## src/inc/pmcc_pkg.sv

```systemverilog
// constants for the power-mode and clock-source control block
package pmcc_pkg;
	// special-function addresses
	localparam logic [7:0] ADDR_POWER_CONTROL = 8'h87;
	localparam logic [7:0] ADDR_EXT_FLAG      = 8'h91;
	localparam logic [7:0] ADDR_ACCESS_KEY    = 8'hC7;
	localparam logic [7:0] ADDR_WDOG_CONTROL  = 8'hD8;
	// power control fields
	localparam int BIT_IDLE = 0;
	localparam int BIT_STOP = 1;
	// extended flag fields
	localparam int BIT_BANDGAP_KEEP = 0;
	localparam int BIT_RING_SELECT  = 1;
	localparam int BIT_RING_ACTIVE  = 2;
	// watchdog control fields
	localparam int BIT_WD_RESTART = 0;
	localparam int BIT_WD_ENABLE  = 1;
	localparam int BIT_WD_IRQ     = 3;
	localparam int BIT_POR_FLAG   = 6;
	// reset values
	localparam logic [7:0] POWER_CONTROL_RST = 8'h00;
	localparam logic [7:0] EXT_FLAG_RST      = 8'h00;
	localparam logic [7:0] WDOG_CONTROL_RST  = 8'h00;
	// key bytes and window length
	localparam logic [7:0] KEY_FIRST  = 8'hAA;
	localparam logic [7:0] KEY_SECOND = 8'h55;
	localparam logic [1:0] KEY_WINDOW_CYCLES = 2'h3;
	// crystal clocks before hand-over from ring to crystal
	localparam int RING_HANDOVER_CLOCKS = 65536;
	// power modes
	typedef enum logic [1:0] {PMCC_RUN, PMCC_IDLE, PMCC_STOP} pmcc_mode_e;
	// key sequencer states
	typedef enum logic [1:0] {PMCC_KEY_IDLE, PMCC_KEY_FIRST, PMCC_KEY_OPEN} pmcc_key_e;
endpackage

```

## src/core/pmcc_core.sv

```systemverilog
// power-mode, wake-up, band-gap, ring oscillator and timed-access control
//
// Behaviour
// - Setting bit 0 of power control register at 87h enters Idle.
// - Idle keeps clocks, serial port and timers running; processor halted.
// - Idle ends on any enabled interrupt or reset.
// - Setting bit 1 enters Stop; all clocks and crystal gated off.
// - Stop ends only on external interrupt, power-fail with band-gap kept on, or reset.
// - Band-gap off in Stop unless keep-on bit 0 at 91h set; resets 0.
// - Band-gap kept on: power-fail interrupt and reset active, wake Stop.
// - Band-gap keep-on bit has no effect in run or Idle.
// - Ring select set: wake from Stop on ring oscillator, else crystal.
// - Ring start applies when Stop is left by an interrupt.
// - Running on ring: switch to crystal after 65536 crystal clocks.
// - Stop re-entered before hand-over turns all clocks off again.
// - Ring active flag, bit 2 at 91h, reads 1 while ring clocks device.
// - Writing AAh then 55h to key register C7h opens three-cycle window.
// - Protected-bit writes ignored unless made inside the three-cycle window the key sequence opens.
// - Protected: band-gap keep-on, power-on flag, watchdog enable, restart, irq flag.
`timescale 1ns/1ns
module pmcc_core #(
	parameter int HANDOVER_CLOCKS = pmcc_pkg::RING_HANDOVER_CLOCKS
) (
	// clock and reset
	input  wire logic       clk,
	input  wire logic       rst,
	// special-function register port
	input  wire logic [7:0] sfr_addr,
	input  wire logic       sfr_wr,
	input  wire logic [7:0] sfr_wdata,
	input  wire logic       sfr_rd,
	output logic      [7:0] sfr_rdata,
	// wake sources and crystal ready
	input  wire logic       irq_enabled_any,
	input  wire logic       irq_external,
	input  wire logic       power_fail_warning_irq,
	input  wire logic       power_fail_reset,
	input  wire logic       crystal_ready,
	// watchdog side effects
	input  wire logic       watchdog_irq_set,
	input  wire logic       por_flag_set,
	output logic            watchdog_enable_bit,
	output logic            watchdog_restart_bit,
	output logic            watchdog_irq_flag,
	output logic            por_flag,
	// clock and power controls
	output logic            cpu_clock_en,
	output logic            periph_clock_en,
	output logic            crystal_en,
	output logic            ring_en,
	output logic            bandgap_en,
	output logic            ring_active_flag,
	output logic            idle_mode,
	output logic            stop_mode,
	output logic            key_window_open
);
	localparam int CW = $clog2(HANDOVER_CLOCKS + 1);

	pmcc_pkg::pmcc_mode_e mode_reg, mode_next;
	pmcc_pkg::pmcc_key_e  key_reg, key_next;
	logic [1:0]  win_reg, win_next;
	logic [7:0]  power_control_reg;
	logic [7:0]  extended_flag_reg;
	logic [7:0]  watchdog_control_reg;
	logic        ring_reg, ring_next;
	logic [CW-1:0] hand_reg, hand_next;
	logic        bandgap_keep_on;
	logic        ring_wake_select;
	logic [7:0]  rdata_reg;

	// address decode
	wire wr_power_control = sfr_wr && (sfr_addr == pmcc_pkg::ADDR_POWER_CONTROL);
	wire wr_extended_flag_and_wake_control = sfr_wr && (sfr_addr == pmcc_pkg::ADDR_EXT_FLAG);
	wire wr_key  = sfr_wr && (sfr_addr == pmcc_pkg::ADDR_ACCESS_KEY);
	wire wr_wdog = sfr_wr && (sfr_addr == pmcc_pkg::ADDR_WDOG_CONTROL);
	// a protected write consumes the window whether it hits or not
	wire unlocked  = (key_reg == pmcc_pkg::PMCC_KEY_OPEN);
	wire prot_wr   = unlocked && (wr_extended_flag_and_wake_control || wr_wdog);
	wire enter_idle = wr_power_control && sfr_wdata[pmcc_pkg::BIT_IDLE];
	wire enter_stop = wr_power_control && sfr_wdata[pmcc_pkg::BIT_STOP];
	// only external pins, or power-fail with band-gap on, reach Stop
	wire pf_in_stop = bandgap_keep_on && (power_fail_warning_irq || power_fail_reset);
	wire stop_wake  = irq_external || pf_in_stop;
	// a power-fail reset wakes Stop but is no interrupt, so it never starts the ring
	wire stop_irq_wake = irq_external || (bandgap_keep_on && power_fail_warning_irq);
	wire handover_done = (hand_reg == CW'(HANDOVER_CLOCKS));

	assign bandgap_keep_on  = extended_flag_reg[pmcc_pkg::BIT_BANDGAP_KEEP];
	assign ring_wake_select = extended_flag_reg[pmcc_pkg::BIT_RING_SELECT];

	// key sequencer: AAh, then 55h, then a short window
	always_comb begin
		key_next = key_reg;
		win_next = win_reg;
		case (key_reg)
			pmcc_pkg::PMCC_KEY_IDLE: begin
				if (wr_key && sfr_wdata == pmcc_pkg::KEY_FIRST) key_next = pmcc_pkg::PMCC_KEY_FIRST;
			end
			pmcc_pkg::PMCC_KEY_FIRST: begin
				if (wr_key && sfr_wdata == pmcc_pkg::KEY_SECOND) begin
					key_next = pmcc_pkg::PMCC_KEY_OPEN;
					win_next = pmcc_pkg::KEY_WINDOW_CYCLES;
				end else if (wr_key && sfr_wdata == pmcc_pkg::KEY_FIRST) begin
					key_next = pmcc_pkg::PMCC_KEY_FIRST;
				end else if (sfr_wr) begin
					key_next = pmcc_pkg::PMCC_KEY_IDLE;
				end
			end
			pmcc_pkg::PMCC_KEY_OPEN: begin
				win_next = win_reg - 2'h1;
				if (prot_wr || wr_key || win_reg == 2'h1) key_next = pmcc_pkg::PMCC_KEY_IDLE;
			end
			default: key_next = pmcc_pkg::PMCC_KEY_IDLE;
		endcase
	end

	// power mode sequencing
	always_comb begin
		mode_next = mode_reg;
		case (mode_reg)
			pmcc_pkg::PMCC_RUN: begin
				if (enter_stop) mode_next = pmcc_pkg::PMCC_STOP;
				else if (enter_idle) mode_next = pmcc_pkg::PMCC_IDLE;
			end
			pmcc_pkg::PMCC_IDLE: begin
				if (irq_enabled_any) mode_next = pmcc_pkg::PMCC_RUN;
			end
			pmcc_pkg::PMCC_STOP: begin
				if (stop_wake) mode_next = pmcc_pkg::PMCC_RUN;
			end
			default: mode_next = pmcc_pkg::PMCC_RUN;
		endcase
	end

	// ring-oscillator run and hand-over count on crystal clocks
	always_comb begin
		ring_next = ring_reg;
		hand_next = hand_reg;
		if (mode_reg == pmcc_pkg::PMCC_STOP) begin
			hand_next = '0;
			ring_next = 1'b0;
			if (stop_irq_wake && ring_wake_select) ring_next = 1'b1;
		end else if (ring_reg) begin
			if (crystal_ready && !handover_done) hand_next = hand_reg + CW'(1);
			if (handover_done) ring_next = 1'b0;
		end
	end

	// state registers
	always_ff @(posedge clk) begin
		if (rst) begin
			mode_reg <= pmcc_pkg::PMCC_RUN;
			key_reg  <= pmcc_pkg::PMCC_KEY_IDLE;
			win_reg  <= '0;
			ring_reg <= 1'b0;
			hand_reg <= '0;
		end else begin
			mode_reg <= mode_next;
			key_reg  <= key_next;
			win_reg  <= win_next;
			ring_reg <= ring_next;
			hand_reg <= hand_next;
		end
	end

	// power control register; mode bits clear when the mode ends
	always_ff @(posedge clk) begin
		if (rst) begin
			power_control_reg <= pmcc_pkg::POWER_CONTROL_RST;
		end else if (wr_power_control) begin
			power_control_reg <= sfr_wdata;
		end else if (mode_next == pmcc_pkg::PMCC_RUN) begin
			power_control_reg[pmcc_pkg::BIT_IDLE] <= 1'b0;
			power_control_reg[pmcc_pkg::BIT_STOP] <= 1'b0;
		end
	end

	// extended flag: keep-on is key protected, ring select is open
	always_ff @(posedge clk) begin
		if (rst) begin
			extended_flag_reg <= pmcc_pkg::EXT_FLAG_RST;
		end else if (wr_extended_flag_and_wake_control) begin
			extended_flag_reg[pmcc_pkg::BIT_RING_SELECT] <= sfr_wdata[pmcc_pkg::BIT_RING_SELECT];
			if (unlocked)
				extended_flag_reg[pmcc_pkg::BIT_BANDGAP_KEEP] <= sfr_wdata[pmcc_pkg::BIT_BANDGAP_KEEP];
		end
	end

	// watchdog control protected bits; hardware set wins over clear
	always_ff @(posedge clk) begin
		if (rst) begin
			watchdog_control_reg <= pmcc_pkg::WDOG_CONTROL_RST;
		end else begin
			watchdog_control_reg[pmcc_pkg::BIT_WD_RESTART] <= 1'b0; // restart is a pulse
			if (wr_wdog && unlocked) begin
				watchdog_control_reg[pmcc_pkg::BIT_WD_RESTART] <= sfr_wdata[pmcc_pkg::BIT_WD_RESTART];
				watchdog_control_reg[pmcc_pkg::BIT_WD_ENABLE]  <= sfr_wdata[pmcc_pkg::BIT_WD_ENABLE];
				watchdog_control_reg[pmcc_pkg::BIT_WD_IRQ]     <= sfr_wdata[pmcc_pkg::BIT_WD_IRQ];
				watchdog_control_reg[pmcc_pkg::BIT_POR_FLAG]   <= sfr_wdata[pmcc_pkg::BIT_POR_FLAG];
			end
			if (watchdog_irq_set) watchdog_control_reg[pmcc_pkg::BIT_WD_IRQ] <= 1'b1;
			if (por_flag_set) watchdog_control_reg[pmcc_pkg::BIT_POR_FLAG] <= 1'b1;
		end
	end

	// read data mux
	wire [7:0] extended_flag_and_wake_control_view = {5'h00, ring_reg, extended_flag_reg[pmcc_pkg::BIT_RING_SELECT],
		bandgap_keep_on};
	wire [7:0] rd_mux = (sfr_addr == pmcc_pkg::ADDR_POWER_CONTROL) ? power_control_reg :
		(sfr_addr == pmcc_pkg::ADDR_EXT_FLAG) ? extended_flag_and_wake_control_view :
		(sfr_addr == pmcc_pkg::ADDR_WDOG_CONTROL) ? watchdog_control_reg : 8'h00;

	// registered read; key register reads as zero
	always_ff @(posedge clk) begin
		if (rst) rdata_reg <= 8'h00;
		else if (sfr_rd) rdata_reg <= rd_mux;
	end

	// clock and power outputs
	assign sfr_rdata            = rdata_reg;
	assign idle_mode            = (mode_reg == pmcc_pkg::PMCC_IDLE);
	assign stop_mode            = (mode_reg == pmcc_pkg::PMCC_STOP);
	assign cpu_clock_en         = (mode_reg == pmcc_pkg::PMCC_RUN);
	assign periph_clock_en      = !stop_mode;
	assign crystal_en           = !stop_mode;
	assign ring_en              = ring_reg;
	assign ring_active_flag     = ring_reg;
	// keep-on only matters in Stop; reference always on otherwise
	assign bandgap_en           = !stop_mode || bandgap_keep_on;
	assign watchdog_enable_bit  = watchdog_control_reg[pmcc_pkg::BIT_WD_ENABLE];
	assign watchdog_restart_bit = watchdog_control_reg[pmcc_pkg::BIT_WD_RESTART];
	assign watchdog_irq_flag    = watchdog_control_reg[pmcc_pkg::BIT_WD_IRQ];
	assign por_flag             = watchdog_control_reg[pmcc_pkg::BIT_POR_FLAG];
	assign key_window_open      = unlocked;
endmodule

```

## config.mk

```make
export PLATFORM = sky130hd
export DESIGN_NAME = pmcc_core
export DESIGN_NICKNAME = d
export VERILOG_FILES = /design/src/inc/pmcc_pkg.sv /design/src/core/pmcc_core.sv
export SDC_FILE = /design/constraint.sdc
export NUM_CORES = 1
export LEC_CHECK = 0
export BUFFER_PORTS_ARGS = -buffer_cell sky130_fd_sc_hd__buf_2
export CAP_MARGIN = 20
export CORE_AREA = 4 4 62 120
export DETAILED_ROUTE_END_ITERATION = 10
export DIE_AREA = 0 0 66 124
export PLACE_DENSITY = 0.62
export REMOVE_ABC_BUFFERS = 1
export SLEW_MARGIN = 20
export SYNTH_ARGS = -nofsm -noshare
export SYNTH_HDL_FRONTEND = slang
export SYNTH_SLANG_ARGS = --single-unit
```

## constraint.sdc

```tcl
create_clock -name clk -period 1.8 [get_ports clk]
set_input_delay 0.09 -clock clk [delete_from_list [all_inputs] [get_ports clk]]
set_output_delay 0.09 -clock clk [all_outputs]
set_load 0.03 [all_outputs]
```

# After elaboration in Yosys (flattened, before gate mapping)
# Index checks and enable logic that the tools add are counted.
# Widths: inputs -> output; s select.
word_totals:
  regBits: 46
  inputBits: 27
  elab_cells: 95
  out_inout_bits: 21
classes:
  muxes: 26
  bitwise: 1
  eq_ne: 16
  add_sub_neg: 2
  n_reduce_logical: 36
ops:
  columns: ["cell", "count"]
  rows:
  - ["$eq 8x8->1 const B", 5]
  - ["$mux 2", 12]
  - ["$add 17x1->17 const B", 1]
  - ["$eq 17x17->1 const B", 1]
  - ["$logic_and 1x1->1", 14]
  - ["$mux 7", 2]
  - ["$pmux 2 s3", 2]
  - ["$eq 8x7->1 const B", 1]
  - ["$mux 1", 8]
  - ["$mux 8", 1]
  - ["$reduce_bool 2->1", 4]
  - ["$logic_or 1x1->1", 7]
  - ["$eq 2x1->1 const B", 3]
  - ["$logic_not 2->1", 3]
  - ["$reduce_and 2->1", 3]
  - ["$eq 2x2->1 const B", 2]
  - ["$ne 2x2->1 const B", 2]
  - ["$ne 4x4->1 const B", 1]
  - ["$pmux 2 s2", 1]
  - ["$reduce_or 2->1", 2]
  - ["$reduce_and 3->1", 1]
  - ["$logic_not 1->1", 2]
  - ["$ne 2x1->1 const B", 1]
  - ["$sub 2x1->2 const B", 1]
  - ["$not 1->1", 1]

# Longest topological paths before layout
logic_depth:
  word_depth: 9
  mapped_depth: 6

# Worst setup path after synthesis
# OpenSTA, ideal clock, no wires.
synth_timing:
  path_kind: "register -> register"
  startpoint: "register ring_reg (netlist: ring_active_flag)"
  endpoint: "register hand_reg[12]"
  required_time_ps: 1730
  setup_slack_ps: 176
  stages_incl_launch_ff: 6
  t_arrival_ps: 1554
  path_cell_list: "dfxtp_1 and4_1 buf_6 nand4_4 or3_1 a21oi_1"
synth_via:
  elab_chain_cells: 1
synth_rtl:
  columns: ["element", "line_no", "source"]
  rows:
  - ["from (decl)", "pmcc_core.sv:65", "logic ring_reg, ring_next;"]
  - ["from (signal assigned)", "pmcc_core.sv:161", "ring_reg <= ring_next;"]
  - ["$reduce_and 2->1 (no source line)", null, null]
  - ["to (signal assigned)", "pmcc_core.sv:162", "hand_reg <= hand_next;"]
  - ["to (decl)", "pmcc_core.sv:66", "logic [CW-1:0] hand_reg, hand_next;"]
# Every way passes these cells.
# A chain may end at the register's enable or synchronous reset.

# Worst setup path after layout
layout_timing:
  startpoint: "register hand_reg[3]"
  endpoint: "register hand_reg[12]"
layout_via:
  elab_chain_cells: 4
  word_cells_on_any_way: 5
layout_rtl:
  columns: ["element"]
  rows:
  - ["branches (longest 4 deep; another with $add 17x1->17)"]
# Several ways; the timed one is not identified.

==> metrics.cfg <==
[yosys]
ys.flop_type=dfxtp_1
yosys-top-cells-area=dfxtp_1 (41%), a21oi_1 (5.4%), nand2_1 (3.9%), nor2_1 (3.9%), nand4_1 (3.1%)
async_flop_share=0
synth_top_area_cell=dfxtp_1
ys_types=47
syn-cell-area_mm2=0.00223
synthCells=259
synth_warnings=0
ys_ff_latch=46
ys_seq_area_frac=0.413
yosysMostFrequentCell=dfxtp_1
yosys.area.top_type_share=0.413
synthTopCellsByCount=dfxtp_1 (46), a21oi_1 (24), nand2_1 (23), nor2_1 (23), nand3_1 (13)
synth-edff-count=0
syn_area_per_cell_um2=8.61

[floorplan]
ios=48
die-area_mm2=0.00818
num_rows=42
core-area_mm2=0.00657
start_util=0.339
die_h_um=124
die_w_um=66

[setup_path]
critPathLaunchType=flop
crit-reg2reg-launch=hand_reg[3]$_SDFFE_PP0P_
r2r_end=hand_reg[12]$_SDFFE_PP0P_
critPathArrivalTime_ns=1.83
crit_type=reg2reg
crit_required_ns=2.02
crit_path_max_fanout=8
crit_start=hand_reg[3]$_SDFFE_PP0P_
crit_end=hand_reg[12]$_SDFFE_PP0P_
regToRegSetupSlack_ns=0.20
endpoint_kind=flop
reg2regPathDepth=4

[timing]
rsz0062_at_grt=false
maxSlewHeadroom=0.668
fin_crit_ns=1.60
worstMarginPinSlew_ns=0.492
setup_tns_ns=0
timing_hold_violations_final=0
period_share=0.891
report.final.slew_viol_count=0
setup_viol=0
hold_ws_ns=0.0361
fin_ws_ns=0.195
fin_skew_ns=0.00523
max_freq_mhz=623

[placed_design]
dp_hpwl_mm=4.53
placed_cells_incl_taps=387
dp_worst_setup_slack_ns=0.200
routabilityCongestion=0.836
port_buffers=47

[power]
powerDensity_mw_per_mm2=774
switching_share=0.221
pwr-share-comb=0.065
netSwitchingPower_uw=462
leakage_uw=0.00112
pwr-share-seq=0.494
peakVddDrop_mv=0.795
internal_power_uw=1630
power.share.clock=0.442

[finish]
n_antenna_cell=0
post-route-util=0.411
finalNetCount=336
largest_reg_flops=17
final_cells=395
areaGrowthSynthToFinish_pct=21.2
drive_above_1_share=0.221

[grt]
gr-usage-met1=0.145
use_met2=0.279
grt_max_degree=31
antenna_found_initial=0
gr-max-usage-layer=met2
gr-usage-all-layers=0.151
first_global_vias=2057
grt_pass1_wl_mm=9.41
grt_overflow=0
use_met3=0.0361

[clock_tree]
clockBufferDepth=2
numCtsBuffers=5
cts_root_buf=clkbuf_16
clkTransAtPathRegs_ns=0.06
clock_sink_count=46
cts_hold_buf=0
post-cts-setup-buffer-count=0
insertion_delay_ns=0.29
cts_resized=0
cts_max_level=2
cts_tree=yes

[run_status]
outcome=complete, no violations

[route]
postRouteWirelength_mm=5.65
drcViolationCount=0
drt_iter0_drc=82
via_count=2037
firstDrtPassIters=4
avgRoutedWirePerCell_um=14.3
antenna_left=0
avgViaCountPerCell=5.16

[run]
cap_violations=0

[min_path]
hp-class=in2reg

==> power by group through the flow <==
stage,clock network [µW],logic [µW],registers [µW]
2_1_floorplan,0,38.4,1070
3_3_place_gp,0,135,1050
3_5_place_dp,0,137,1050
4_1_cts,949,137,1030
5_1_grt,987,150,1030
6_report,923,136,1030
==> final cells by class <==
class,count,area (µm²)
Sequential cell,46,921
Inverter,10,37.5
Clock buffer,7,143
Clock inverter,1,5.00
Tap cell,88,110
Timing Repair Buffer,53,280
Fill cell,684,3870
Multi-Input combinational cell,190,1210
==> placed cells by master, fill, tap and decap left out, drive strengths merged, types with 5 or more instances in the layout <==
cell,n
inv,10
nor2b,6
dfxtp,46
nand2b,6
a21oi,24
buf,53
o21ai,8
nand4,13
xor2,7
and3,9
nor2,23
mux2i,5
or3,6
clkbuf,7
nand2,23
nand3,13
==> cells by family (layout without fill, tap and decap cells) <==
family,after synthesis,count (layout),share of synthesized area
simple gates,121,121,0.324
compound gates,52,52,0.142
flops,46,46,0.413
buf+inv,23,71,0.0460
xor+xnor,9,9,0.0354
mux,5,5,0.0224
fa+ha+maj,3,3,0.0168
==> how the worst min path moves through the flow <==
stage	from	end	slack (ns)	depth (start not counted)
3_3_place_gp	por_flag_set	watchdog_control_reg[6]$_SDFFE_PP0P_	0.33	3
3_5_place_dp	watchdog_irq_set	watchdog_control_reg[3]$_SDFFE_PP0P_	0.33	3
4_1_cts	watchdog_irq_set	watchdog_control_reg[3]$_SDFFE_PP0P_	0.03	3
5_1_grt	watchdog_irq_set	watchdog_control_reg[3]$_SDFFE_PP0P_	0.05	3
2_1_floorplan	rst	key_reg[1]$_SDFFE_PP0P_	0.16	1
6_report	watchdog_irq_set	watchdog_control_reg[3]$_SDFFE_PP0P_	0.04	3
==> critical path, cell delays in order, from the launching register on <==
cell	delay, ns
dfxtp_1	0.38
and4_1	0.47
nand4_4	0.18
or3_1	0.37
a21oi_1	0.14
==> metal layers <==
layer / part of all wire / vias up
li1: - / 1025
met5: 0 / -
met4: 0.044 / 0
met1: 0.35 / 939
met3: 0.045 / 17
met2: 0.56 / 56
==> through the flow <==
step	area, µm²	power, µW
after floorplan	2160	1110
after global placement	2550	1190
after detailed placement	2550	1190
after CTS	2700	2120
after global routing	2700	2170
final	2700	2090
(Power assumes the default switching activity.)
